<file path="config.mk">
export PLATFORM = sky130hd
export DESIGN_NAME = scan_decode
export DESIGN_NICKNAME = d
export VERILOG_FILES = /design/src/logic/scan_pkg.sv /design/src/logic/scan_decode.sv /design/src/logic/tap_fsm.sv
export SDC_FILE = /design/constraint.sdc
export NUM_CORES = 1
export LEC_CHECK = 0
export BUFFER_PORTS_ARGS = -buffer_cell sky130_fd_sc_hd__buf_2
export CORE_MARGIN = 4
export CORE_UTILIZATION = 45
export DETAILED_ROUTE_END_ITERATION = 12
export GPL_TIMING_DRIVEN = 1
export PLACE_DENSITY = 0.67
export SLEW_MARGIN = 20
export SYNTH_ARGS = -nofsm -noshare
export SYNTH_HDL_FRONTEND = slang
export SYNTH_HIERARCHICAL = 1
export SYNTH_SLANG_ARGS = --single-unit
</file>
<file path="constraint.sdc">
create_clock -name ref_clk_in -period 2.7 [get_ports ref_clk_in]
set_input_delay 0.405 -clock ref_clk_in [delete_from_list [all_inputs] [get_ports ref_clk_in]]
set_output_delay 0.405 -clock ref_clk_in [all_outputs]
set_load 0.03 [all_outputs]
</file>
<file path="src/logic/scan_pkg.sv">
// Package for the boundary-scan instruction decode block.
// Assumes a single clock domain; test pins arrive asynchronously.
package scan_pkg;

  // ********************************
  // Instruction codes
  // ********************************
  localparam int INSTR_W = 5;
  localparam logic [4:0] INSTR_EXTEST = 5'h00;
  localparam logic [4:0] INSTR_SAMPLE = 5'h01;
  localparam logic [4:0] INSTR_USER_ONE = 5'h02;
  localparam logic [4:0] INSTR_USER_TWO = 5'h03;
  localparam logic [4:0] INSTR_CFG_READ = 5'h04;
  localparam logic [4:0] INSTR_CFG_WRITE = 5'h05;
  localparam logic [4:0] INSTR_INTEST = 5'h07;
  localparam logic [4:0] INSTR_USERID = 5'h08;
  localparam logic [4:0] INSTR_DEVID = 5'h09;
  localparam logic [4:0] INSTR_HIGHZ = 5'h0a;
  localparam logic [4:0] INSTR_STARTUP = 5'h0c;
  localparam logic [4:0] INSTR_BYPASS = 5'h1f;
  // Instruction capture pattern (low two bits 01)
  localparam logic [4:0] INSTR_CAPTURE = 5'h01;

  // ********************************
  // Identification layout
  // ********************************
  localparam int ID_W = 32;
  localparam int ID_VER_LSB = 28;
  localparam int ID_FAM_LSB = 21;
  localparam int ID_ROWS_LSB = 12;
  localparam int ID_CO_LSB = 1;
  localparam int DR_W = 32;
  localparam logic [5:0] DR_CNT_ONE = 6'h01;

  // ********************************
  // Data register selection
  // ********************************
  typedef enum logic [2:0] {
    SEL_BOUNDARY, SEL_USER_ONE, SEL_USER_TWO, SEL_CFG, SEL_USERID, SEL_DEVID, SEL_BYPASS
  } dr_sel_t;

  // Decoded instruction
  typedef struct packed {
    dr_sel_t sel;
    logic extest;
    logic intest;
    logic sample;
    logic cfg_read;
    logic cfg_write;
    logic highz;
    logic startup;
  } instr_dec_t;

  // Test pins after synchronisation
  typedef struct packed {
    logic tck;
    logic tms;
    logic tdi;
  } tap_pins_t;

endpackage : scan_pkg

</file>
<file path="src/logic/scan_decode.sv">
// Boundary-scan instruction decode and data register selection.
// Assumes test pins are asynchronous and test clock is far slower than ref_clk_in.
`timescale 1ns/1ps
`default_nettype none
module scan_decode #(
  parameter logic [3:0] DIE_VERSION = 4'h0,       // Arbitrary value
  parameter logic [6:0] FAMILY_CODE = 7'h00,      // Arbitrary value
  parameter logic [8:0] ROW_COUNT = 9'h000,       // Array rows
  parameter logic [7:0] COMPANY_CODE = 8'h00      // Arbitrary value
) (
  // Clock and reset
  input wire logic ref_clk_in,
  input wire logic sys_rst_in,
  // Test port pins
  input wire logic tck_in,
  input wire logic tms_in,
  input wire logic tdi_in,
  output logic tdo_out,
  output logic tdo_oe_out,
  // Configuration state
  input wire logic [31:0] usercode_in,
  input wire logic config_done_in,
  input wire logic startup_sequence_clock_select_in,
  // User register path
  input wire logic user_tdo_one_in,
  input wire logic user_tdo_two_in,
  output logic user_sel_one_out,
  output logic user_sel_two_out,
  output logic dr_capture_out,
  output logic dr_shift_out,
  output logic dr_update_out,
  output logic dr_tdi_out,
  // Configuration bus path
  input wire logic cfg_tdo_in,
  output logic cfg_read_out,
  output logic cfg_write_out,
  // Boundary register and pin control
  input wire logic bsr_tdo_in,
  output logic bsr_sel_out,
  output logic extest_out,
  output logic intest_out,
  output logic sample_out,
  output logic highz_out,
  output logic startup_step_via_test_clock_out
);

  // ********************************
  // Pin synchronisers and edges
  // ********************************
  scan_pkg::tap_pins_t meta_reg;
  scan_pkg::tap_pins_t sync_reg;
  logic tck_prev_reg;
  logic tck_rise;
  logic tck_fall;

  // Two flops ahead of any logic
  always_ff @(posedge ref_clk_in or posedge sys_rst_in) begin
    if (sys_rst_in) begin
      meta_reg <= '0;
      sync_reg <= '0;
      tck_prev_reg <= 1'b0;
    end else begin
      meta_reg <= '{tck: tck_in, tms: tms_in, tdi: tdi_in};
      sync_reg <= meta_reg;
      tck_prev_reg <= sync_reg.tck;
    end
  end

  assign tck_rise = sync_reg.tck & ~tck_prev_reg;
  assign tck_fall = ~sync_reg.tck & tck_prev_reg;

  // ********************************
  // Controller
  // ********************************
  logic st_reset;
  logic cap_dr;
  logic sh_dr;
  logic up_dr;
  logic cap_ir;
  logic sh_ir;
  logic up_ir;

  tap_fsm i_tap_fsm (
    .ref_clk_in(ref_clk_in),
    .sys_rst_in(sys_rst_in),
    .tck_rise_in(tck_rise),
    .tms_in(sync_reg.tms),
    .reset_out(st_reset),
    .capture_dr_out(cap_dr),
    .shift_dr_out(sh_dr),
    .update_dr_out(up_dr),
    .capture_ir_out(cap_ir),
    .shift_ir_out(sh_ir),
    .update_ir_out(up_ir)
  );

  // ********************************
  // Instruction register
  // ********************************
  logic [4:0] ir_shift_reg;
  logic [4:0] ir_reg;

  // Shift on rise, load on rise leaving update; reset forces identification
  always_ff @(posedge ref_clk_in or posedge sys_rst_in) begin
    if (sys_rst_in) begin
      ir_shift_reg <= scan_pkg::INSTR_CAPTURE;
      ir_reg <= scan_pkg::INSTR_DEVID;
    end else if (st_reset) begin
      ir_reg <= scan_pkg::INSTR_DEVID;
    end else if (tck_rise) begin
      if (cap_ir) ir_shift_reg <= scan_pkg::INSTR_CAPTURE;
      else if (sh_ir) ir_shift_reg <= {sync_reg.tdi, ir_shift_reg[4:1]};
      if (up_ir) ir_reg <= ir_shift_reg;
    end
  end

  // Decode shared by every output path
  function automatic scan_pkg::instr_dec_t decode(input logic [4:0] code);
    scan_pkg::instr_dec_t d;
    d = '{sel: scan_pkg::SEL_BYPASS, default: 1'b0};
    case (code)
      scan_pkg::INSTR_EXTEST: begin d.sel = scan_pkg::SEL_BOUNDARY; d.extest = 1'b1; end
      scan_pkg::INSTR_SAMPLE: begin d.sel = scan_pkg::SEL_BOUNDARY; d.sample = 1'b1; end
      scan_pkg::INSTR_USER_ONE: d.sel = scan_pkg::SEL_USER_ONE;
      scan_pkg::INSTR_USER_TWO: d.sel = scan_pkg::SEL_USER_TWO;
      scan_pkg::INSTR_CFG_READ: begin d.sel = scan_pkg::SEL_CFG; d.cfg_read = 1'b1; end
      scan_pkg::INSTR_CFG_WRITE: begin d.sel = scan_pkg::SEL_CFG; d.cfg_write = 1'b1; end
      scan_pkg::INSTR_INTEST: begin d.sel = scan_pkg::SEL_BOUNDARY; d.intest = 1'b1; end
      scan_pkg::INSTR_USERID: d.sel = scan_pkg::SEL_USERID;
      scan_pkg::INSTR_DEVID: d.sel = scan_pkg::SEL_DEVID;
      scan_pkg::INSTR_HIGHZ: begin d.sel = scan_pkg::SEL_BYPASS; d.highz = 1'b1; end
      scan_pkg::INSTR_STARTUP: begin d.sel = scan_pkg::SEL_BYPASS; d.startup = 1'b1; end
      default: d.sel = scan_pkg::SEL_BYPASS;
    endcase
    return d;
  endfunction : decode

  scan_pkg::instr_dec_t dec;
  assign dec = decode(ir_reg);

  // ********************************
  // Internal data registers
  // ********************************
  logic [31:0] id_word;
  logic [31:0] dr_shift_reg;
  logic bypass_reg;

  // Fixed identity word with bit 0 tied high; fields sit at fixed positions so the word stays 32 bits
  // The company code is narrower than its slot, so the three bits above it stay clear
  assign id_word = (32'(DIE_VERSION) << scan_pkg::ID_VER_LSB) | (32'(FAMILY_CODE) << scan_pkg::ID_FAM_LSB) |
    (32'(ROW_COUNT) << scan_pkg::ID_ROWS_LSB) | (32'(COMPANY_CODE) << scan_pkg::ID_CO_LSB) | 32'h0000_0001;

  // Capture then shift the selected internal register
  always_ff @(posedge ref_clk_in or posedge sys_rst_in) begin
    if (sys_rst_in) begin
      dr_shift_reg <= '0;
      bypass_reg <= 1'b0;
    end else if (tck_rise) begin
      if (cap_dr) begin
        bypass_reg <= 1'b0;
        case (dec.sel)
          scan_pkg::SEL_DEVID: dr_shift_reg <= id_word;
          // Before configuration the user word is not trusted, so all ones go out
          scan_pkg::SEL_USERID: dr_shift_reg <= config_done_in ? usercode_in : '1;
          default: dr_shift_reg <= '0;
        endcase
      end else if (sh_dr) begin
        bypass_reg <= sync_reg.tdi;
        dr_shift_reg <= {sync_reg.tdi, dr_shift_reg[31:1]};
      end
    end
  end

  // ********************************
  // Serial output, changed on fall
  // ********************************
  logic tdo_next;
  logic tdo_reg;
  logic tdo_oe_reg;

  // Select the serial source for the active path
  always_comb begin
    tdo_next = bypass_reg;
    if (sh_ir) begin
      tdo_next = ir_shift_reg[0];
    end else begin
      case (dec.sel)
        scan_pkg::SEL_BOUNDARY: tdo_next = bsr_tdo_in;
        scan_pkg::SEL_USER_ONE: tdo_next = user_tdo_one_in;
        scan_pkg::SEL_USER_TWO: tdo_next = user_tdo_two_in;
        scan_pkg::SEL_CFG: tdo_next = cfg_tdo_in;
        scan_pkg::SEL_USERID, scan_pkg::SEL_DEVID: tdo_next = dr_shift_reg[0];
        default: tdo_next = bypass_reg;
      endcase
    end
  end

  // Output driven only while shifting, updated on test-clock fall
  always_ff @(posedge ref_clk_in or posedge sys_rst_in) begin
    if (sys_rst_in) begin
      tdo_reg <= 1'b0;
      tdo_oe_reg <= 1'b0;
    end else if (tck_fall) begin
      tdo_reg <= tdo_next;
      tdo_oe_reg <= sh_dr | sh_ir;
    end
  end

  // ********************************
  // Control outputs
  // ********************************
  assign tdo_out = tdo_reg;
  assign tdo_oe_out = tdo_oe_reg;
  assign user_sel_one_out = (dec.sel == scan_pkg::SEL_USER_ONE);
  assign user_sel_two_out = (dec.sel == scan_pkg::SEL_USER_TWO);
  assign dr_capture_out = cap_dr & tck_rise;
  assign dr_shift_out = sh_dr & tck_rise;
  assign dr_update_out = up_dr & tck_rise;
  assign dr_tdi_out = sync_reg.tdi;
  assign cfg_read_out = dec.cfg_read;
  assign cfg_write_out = dec.cfg_write;
  assign bsr_sel_out = (dec.sel == scan_pkg::SEL_BOUNDARY);
  assign extest_out = dec.extest;
  assign intest_out = dec.intest;
  assign sample_out = dec.sample;
  assign highz_out = dec.highz;
  // Step on every test-clock rise in any controller state while start-up is decoded and the start-up clock is taken from the test clock
  assign startup_step_via_test_clock_out = dec.startup & startup_sequence_clock_select_in & tck_rise;

endmodule : scan_decode
`default_nettype wire

</file>
<file path="src/logic/tap_fsm.sv">
// Sixteen-state test access port controller.
// Assumes tck_rise_in is a one-cycle pulse per synchronised test-clock rise.
`timescale 1ns/1ps
`default_nettype none
module tap_fsm (
  // Clock and reset
  input wire logic ref_clk_in,
  input wire logic sys_rst_in,
  // Sampled pins
  input wire logic tck_rise_in,
  input wire logic tms_in,
  // Controller state flags
  output logic reset_out,
  output logic capture_dr_out,
  output logic shift_dr_out,
  output logic update_dr_out,
  output logic capture_ir_out,
  output logic shift_ir_out,
  output logic update_ir_out
);

  typedef enum logic [3:0] {
    ST_RESET, ST_IDLE, ST_SEL_DR, ST_CAP_DR, ST_SH_DR, ST_EX1_DR, ST_PA_DR, ST_EX2_DR, ST_UP_DR,
    ST_SEL_IR, ST_CAP_IR, ST_SH_IR, ST_EX1_IR, ST_PA_IR, ST_EX2_IR, ST_UP_IR
  } tap_state_t;

  tap_state_t state_reg;
  tap_state_t state_next;

  // Standard transition table, moved only on test-clock rise
  always_comb begin
    state_next = state_reg;
    case (state_reg)
      ST_RESET: state_next = tms_in ? ST_RESET : ST_IDLE;
      ST_IDLE: state_next = tms_in ? ST_SEL_DR : ST_IDLE;
      ST_SEL_DR: state_next = tms_in ? ST_SEL_IR : ST_CAP_DR;
      ST_CAP_DR: state_next = tms_in ? ST_EX1_DR : ST_SH_DR;
      ST_SH_DR: state_next = tms_in ? ST_EX1_DR : ST_SH_DR;
      ST_EX1_DR: state_next = tms_in ? ST_UP_DR : ST_PA_DR;
      ST_PA_DR: state_next = tms_in ? ST_EX2_DR : ST_PA_DR;
      ST_EX2_DR: state_next = tms_in ? ST_UP_DR : ST_SH_DR;
      ST_UP_DR: state_next = tms_in ? ST_SEL_DR : ST_IDLE;
      ST_SEL_IR: state_next = tms_in ? ST_RESET : ST_CAP_IR;
      ST_CAP_IR: state_next = tms_in ? ST_EX1_IR : ST_SH_IR;
      ST_SH_IR: state_next = tms_in ? ST_EX1_IR : ST_SH_IR;
      ST_EX1_IR: state_next = tms_in ? ST_UP_IR : ST_PA_IR;
      ST_PA_IR: state_next = tms_in ? ST_EX2_IR : ST_PA_IR;
      ST_EX2_IR: state_next = tms_in ? ST_UP_IR : ST_SH_IR;
      ST_UP_IR: state_next = tms_in ? ST_SEL_DR : ST_IDLE;
      default: state_next = ST_RESET;
    endcase
  end

  // State register
  always_ff @(posedge ref_clk_in or posedge sys_rst_in) begin
    if (sys_rst_in) begin
      state_reg <= ST_RESET;
    end else if (tck_rise_in) begin
      state_reg <= state_next;
    end
  end

  // Flags decoded from the present state
  assign reset_out = (state_reg == ST_RESET);
  assign capture_dr_out = (state_reg == ST_CAP_DR);
  assign shift_dr_out = (state_reg == ST_SH_DR);
  assign update_dr_out = (state_reg == ST_UP_DR);
  assign capture_ir_out = (state_reg == ST_CAP_IR);
  assign shift_ir_out = (state_reg == ST_SH_IR);
  assign update_ir_out = (state_reg == ST_UP_IR);

endmodule : tap_fsm
`default_nettype wire

</file>
**After elaboration in Yosys (flattened, before gate mapping)**

Index checks and enable logic that the tools add are counted.

- Output and inout bits: 16
- Flip-flop bits (word level): 56
- Bits of input ports: 43
- Logic and storage cells: 105

- Equality and inequality tests: 30
- Muxes and demuxes: 34
- Reduce and logical (&&, ||, !) cells: 16
- Bitwise logic cells: 11

Operator list:

| operator | number |
|---|---|
| $mux W32 | 3 |
| $pmux W32 S2 | 1 |
| $pmux W4 S12 | 1 |
| $eq A4 B4 Y1 const B | 8 |
| $mux W5 | 5 |
| $eq A5 B4 Y1 const B | 4 |
| $pmux W3 S6 | 1 |
| $eq A4 B3 Y1 const B | 4 |
| $mux W4 | 4 |
| $eq A5 B3 Y1 const B | 3 |
| $mux W1 | 13 |
| $eq A5 B2 Y1 const B | 2 |
| $eq A4 B2 Y1 const B | 2 |
| $reduce_bool A2 Y1 | 4 |
| $reduce_or A2 Y1 | 4 |
| $and A1 B1 Y1 | 7 |
| $eq A3 B2 Y1 const B | 2 |
| $eq A3 B3 Y1 const B | 2 |
| $mux W2 | 3 |
| $mux W3 | 2 |
| $reduce_or A3 Y1 | 2 |
| $eq A5 B1 Y1 const B | 1 |
| $logic_not A5 Y1 | 1 |
| $pmux W1 S5 | 1 |
| 8 further kinds | 11 |

**Depth between registers and ports, before layout**

- Depth after elaboration: 7
- Mapped depth: 8
- Mapped depth without buffers: 7

**Modules after synthesis**

Netlist, hierarchy kept.

By module, submodules not included:

| module | instances | cells an instance | area each (um2) |
|---|---|---|---|
| scan_decode | 1 | 286 | 2,549.9 |
| tap_fsm | 1 | 52 | 407.9 |

**Worst setup path after synthesis**

OpenSTA, ideal clock, no wires.

- Kind: flip-flop to output port
- From: register ir_reg[2]
- To: output user_sel_one_out
- Cell stages (with the launch flop): 4
- Setup slack: 538 ps
- Data arrival time: 1,757 ps
- Path buffers: 1
- Cell sequence: dfrtp_1 -> clkbuf_1 -> or3_1 -> nor3b_1

- Word-level cells in the longest chain between the ends: 4
- Elaborated cells on any way between the ends: 13
- Classes of those cells: eq/ne: 9; mux: 1; reduce/logical: 3

RTL lines:

| what | RTL line | RTL |
|---|---|---|
| start: declaration | scan_decode.sv:101 | `logic [4:0] ir_reg;` |
| start signal: assignment | scan_decode.sv:107 | `ir_reg <= scan_pkg::INSTR_DEVID;` |
| start signal: assignment | scan_decode.sv:109 | `ir_reg <= scan_pkg::INSTR_DEVID;` |
| start signal: assignment | scan_decode.sv:113 | `if (up_ir) ir_reg <= ir_shift_reg;` |
| $eq A5 B1 Y1, or another cell as far along | scan_decode.sv:121 | `case (code)` |
| $reduce_or A3 Y1 (no source line) or $reduce_or A2 Y1 (tied branches) | -- |  |
| $pmux W3 S6 (*) | scan_decode.sv:121 |  |
| $eq A3 B1 Y1 (*) | scan_decode.sv:214 | `assign user_sel_one_out = (dec.sel == scan_pkg::SEL_USER_ONE);` |
| end: declaration | scan_decode.sv:27 | `output logic user_sel_one_out,` |

Mark *: on every way between the ends. The rest lies on a longest branch, timed or not.

**Worst setup path after layout**

- From: register i_tap_fsm.state_reg[3]
- To: output dr_shift_out

- Word-level cells in the longest chain between the ends: 2

RTL lines:

| what | RTL line | RTL |
|---|---|---|
| start: declaration | tap_fsm.sv:27 | `tap_state_t state_reg;` |
| start signal: assignment | tap_fsm.sv:59 | `state_reg <= state_next;` |
| $eq A4 B3 Y1 | tap_fsm.sv:66 | `assign shift_dr_out = (state_reg == ST_SH_DR);` |
| named net sh_dr | scan_decode.sv:77 | `logic sh_dr;` |
| $and A1 B1 Y1 | scan_decode.sv:217 | `assign dr_shift_out = sh_dr & tck_rise;` |
| end: declaration | scan_decode.sv:30 | `output logic dr_shift_out,` |

The timed path passes the listed nets, and every way through them passes these cells.

==> results.txt <==
----------------------------------------------------
[Layout]
  Diodes inserted ... 0
  Area growth, synth to finish ... 14.2%
  Commonest cells after routing, fill and taps aside ... buf_2 (58), o21ai_0 (56), dfrtp_1 (53)
  Most common cell after layout, fill and taps aside ... buf_2
  Final non-filler cell area ... 0.00338 sq mm
  Share of post-route cells with drive strength above 1 ... 23.1%
  Number of flip-flops in the largest register ... 32
  Non-filler instance count after layout ... 466
  Post-layout net count ... roughly 430

[Drt]
  Antenna violation net count after detailed routing ... 0
  Iteration count of the initial detailed-routing pass ... 4
  Number of vias per cell ... 5.47
  Initial DRC Count ... around 180
  Detailed-route via count ... 2,550
  Number of design rule violations left after detail routing ... 0
  Routed wire length per instance ... approximately 14 um
  Final wirelength ... 6360 um

[STA]
  Final clock skew ... approximately 0.012 ns
  Transition time of the tightest slew-check pin ... 0.464 ns
  Portion of the clock cycle consumed by the worst path in the final layout ... between 80% and 90%
  Setup-failing EPs final ... 0
  Max Clk Rate ... 416 MHz
  Headroom to the max-slew limit ... 69.1%
  RSZ-0062 raised after global routing ... no
  Total negative slack ... 0 ns
  Final number of max-transition violations ... 0
  Final hold viol count ... 0
  Tmin final ... 2.40 ns

[CTS]
  Total CTS buffers ... 5
  Clock tree from TritonCTS ... done
  Clock transition at path regs ... 0.08 ns
  Sink Count ... 56
  Clk Tree Root Cell ... clkbuf_8
  Maximum number of buffers from clock root to sink ... 2
  CTS H-tree lvls ... 2
  Clock latency at the later pin of the worst-skew pair ... about 0.3 ns
  Post_cts resized ... 0
  Post-CTS repair timing setup buffer count ... 0

[Floorplan]
  Row Count ... 29
  Width of the die ... between 80 and 90 um
  Area of the core region ... 0.00635 sq mm
  Chip Height ... 89.1 um
  Effective utilization at floorplan ... between 40 and 50%
  Top-level I/O count ... 59
  DIE AREA ... slightly below 0.008 sq mm

[Synth]
  Post-Synthesis Cell Area ... 0.00296 sq mm
  Nets in the synthesized netlist ... 381
  Mean area per synthesized cell ... 8.75 sq um
  Cell count after synthesis ... approximately 340
  Count of yosys warnings during synthesis ... 6
  Distinct cell type count after synthesis ... 52
  Fraction of synthesis flops using an asynchronous set or reset pin ... 100%
  Yosys top cell area share ... 44.8%
  FF+latch count, synth ... 56
  Main synth FF type ... dfrtp_1
  Count of flip-flops with a built-in enable after synthesis ... 0
  Dominant cell type by area after synthesis ... dfrtp_1
  Sequential-to-total area share from yosys stat ... 47.5%
  Top area cells in the synthesized netlist ... dfrtp_1 (45%), o21ai_0 (9.5%), a21oi_1 (6.4%), nor2_1 (5.8%), dfstp_2 (2.7%)

[Critical path]
  Worst path required time ... 2.30 ns
  Slowest Stage Delay on Critical Path ... 0.53 ns
  Worst R2R Start ... i_tap_fsm/state_reg[3]
  Last element of the critical path ... dr_shift_out
  Critical path class ... reg2out
  Crit end category ... output port
  Launching instance or port of the critical path ... i_tap_fsm/state_reg[3]
  Delay-heaviest family, CP ... simple AND/OR/NAND/NOR gates
  Critical path launch point type ... register
  Worst R2R Setup Slack ... around 0.49 ns
  Reg2reg end ... dr_shift_reg[11]
  Critical-path cell with the highest stage delay ... dfrtp_1
  Critical Path Fanout Max ... 15
  Cell count along the critical path ... 5
  Critical path buffer and inverter count ... 3
  Depth of the worst register-to-register path ... 7
  Worst path arrival time ... 2.00 ns
  Cell Chain, Critical Path ... nor4b_1, buf_4, nand3b_1, inv_1, buf_2

[Placed design]
  Hpwl dp ... 4490 um
  Final estimated routing congestion in global placement ... 0.803
  Post-DP Area ... 0.00329 sq mm
  Count of input and output buffers ... 58
  Placed Cells incl. Taps ... 458

[Job]
  Max capacitance violation total ... 0

[GRT]
  Pin count of the biggest net entering global routing ... 33
  Initial antenna violation count ... 0
  Remaining global-route overflow ... 0
  Global-route total usage across every layer ... 16.7%
  Global-route wire length before repair ... between 10,000 and 15,000 um
  Vias in the first global route ... 2,221

[Power]
  Static Leakage ... 0.00146 uW
  Internal Power ... 1620 uW
  Net Sw Frac ... 34.3%
  Worst ir drop on vdd ... about 0.4 mV
  Portion of total power attributed to the clock network ... about 17%
  Switch Pwr ... 846 uW
  Part of the power in combinational logic ... roughly 29%
  Register share of total power ... 53.6%
  Power per standard cell area ... 731 mW/mm^2
  Total chip power ... 2470 uW

[Status]
  Result of the run ... finished clean

[Worst hold path]
  Class of the tightest hold or removal check ... in2reg

----------------------------------------------------
[what timing repair did]
| item | CTS | global route |
|---|---|---|
| setup endpoints to repair | 0 | 0 |
| hold buffers | 1 | 0 |
| endpoints found under the hold margin | 4 | 0 |
[cell usage after synthesis (2+ instances only)]
master     n
dfstp_2    3
dfrtp_1   53
o21ai_1   14
nor3b_1    2
nand2_1   14
nand2b_1  10
and2_1     3
nor2_1    46
a211o_1    2
nand3b_1   5
and3_1     2
buf_2     10
a31oi_1    8
nor3_4     2
inv_1     11
nor3_1     4
nand3_1    5
o21ai_0   56
clkbuf_1   8
or3_1      2
inv_2      3
nor2b_1    3
mux2_2     2
buf_6      4
a32o_1     2
a21oi_1   38
[power by group through the flow]
stage	clock network (uW)	logic, uW	registers (uW)
floorplan	0	613	1260
global route	480	831	1370
global placement	0	708	1330
detailed placement	0	726	1340
finish	425	719	1320
CTS	442	732	1320
[area by class of cell]
cell class / count / area (sq um)
clock buffers: 6 / 72.6
clock inverters: 1 / 5.00
well taps: 77 / 96.3
repair buffers: 69 / 388
flip-flops and latches: 56 / 1410
multi-input cells: 243 / 1360
fillers: 606 / 2970
inverters: 14 / 52.6
[worst reg2reg max path, delay by kind of cell (launching register included)]
kind | cells | cell delay, ns
compound gates | 1 | 0.13
buf+inv | 2 | 0.38
flops | 1 | 0.53
simple gates | 4 | 1.11
[kinds of logic (layout without fill, tap and decap cells)]
logic type,after synthesis,after routing,synth area share (%)
XOR/XNOR,1,1,0.296
buffers and inverters,39,90,6.56
multiplexers,3,3,1.10
AO/OA/AOI/OAI,128,128,23.8
flip-flops,56,56,47.5
AND/OR/NAND/NOR,111,111,20.8
[routing by layer]
layer | part of all wire (%) | track usage, % | vias to the layer above
met5 | 0 | 0 | -
met2 | 44 | 24.2 | 57
met3 | 5.6 | 2.40 | 7
met4 | 1.4 | 5.28 | 0
met1 | 49 | 25.7 | 1199
li1 | - | - | 1287
[per-stage QoR]
step | setup WS (ns) | utilization (%) | hold slack [ns]
global route | 0.0836 | 53.2 | 0.191
finish | 0.296 | 53.2 | 0.209
floorplan | 0.538 | - | 0.171
detailed placement | 0.553 | 51.8 | 0.318
global placement | 0.622 | 51.8 | 0.313
CTS | 0.323 | 53.2 | 0.197
[how the worst min path moves through the flow]
stage / start / end / slack (ns) / cells after the start
4_1_cts: tdi_in / meta_reg[0] / 0.20 / 1
2_1_floorplan: sys_rst_in / i_tap_fsm/state_reg[0] / 0.17 / 1
5_1_grt: tck_in / meta_reg[2] / 0.19 / 1
6_report: tms_in / meta_reg[1] / 0.21 / 1
3_3_place_gp: sys_rst_in / i_tap_fsm/state_reg[1] / 0.31 / 2
3_5_place_dp: sys_rst_in / i_tap_fsm/state_reg[1] / 0.32 / 2
No activity file was read; power rests on OpenSTA's default activity.
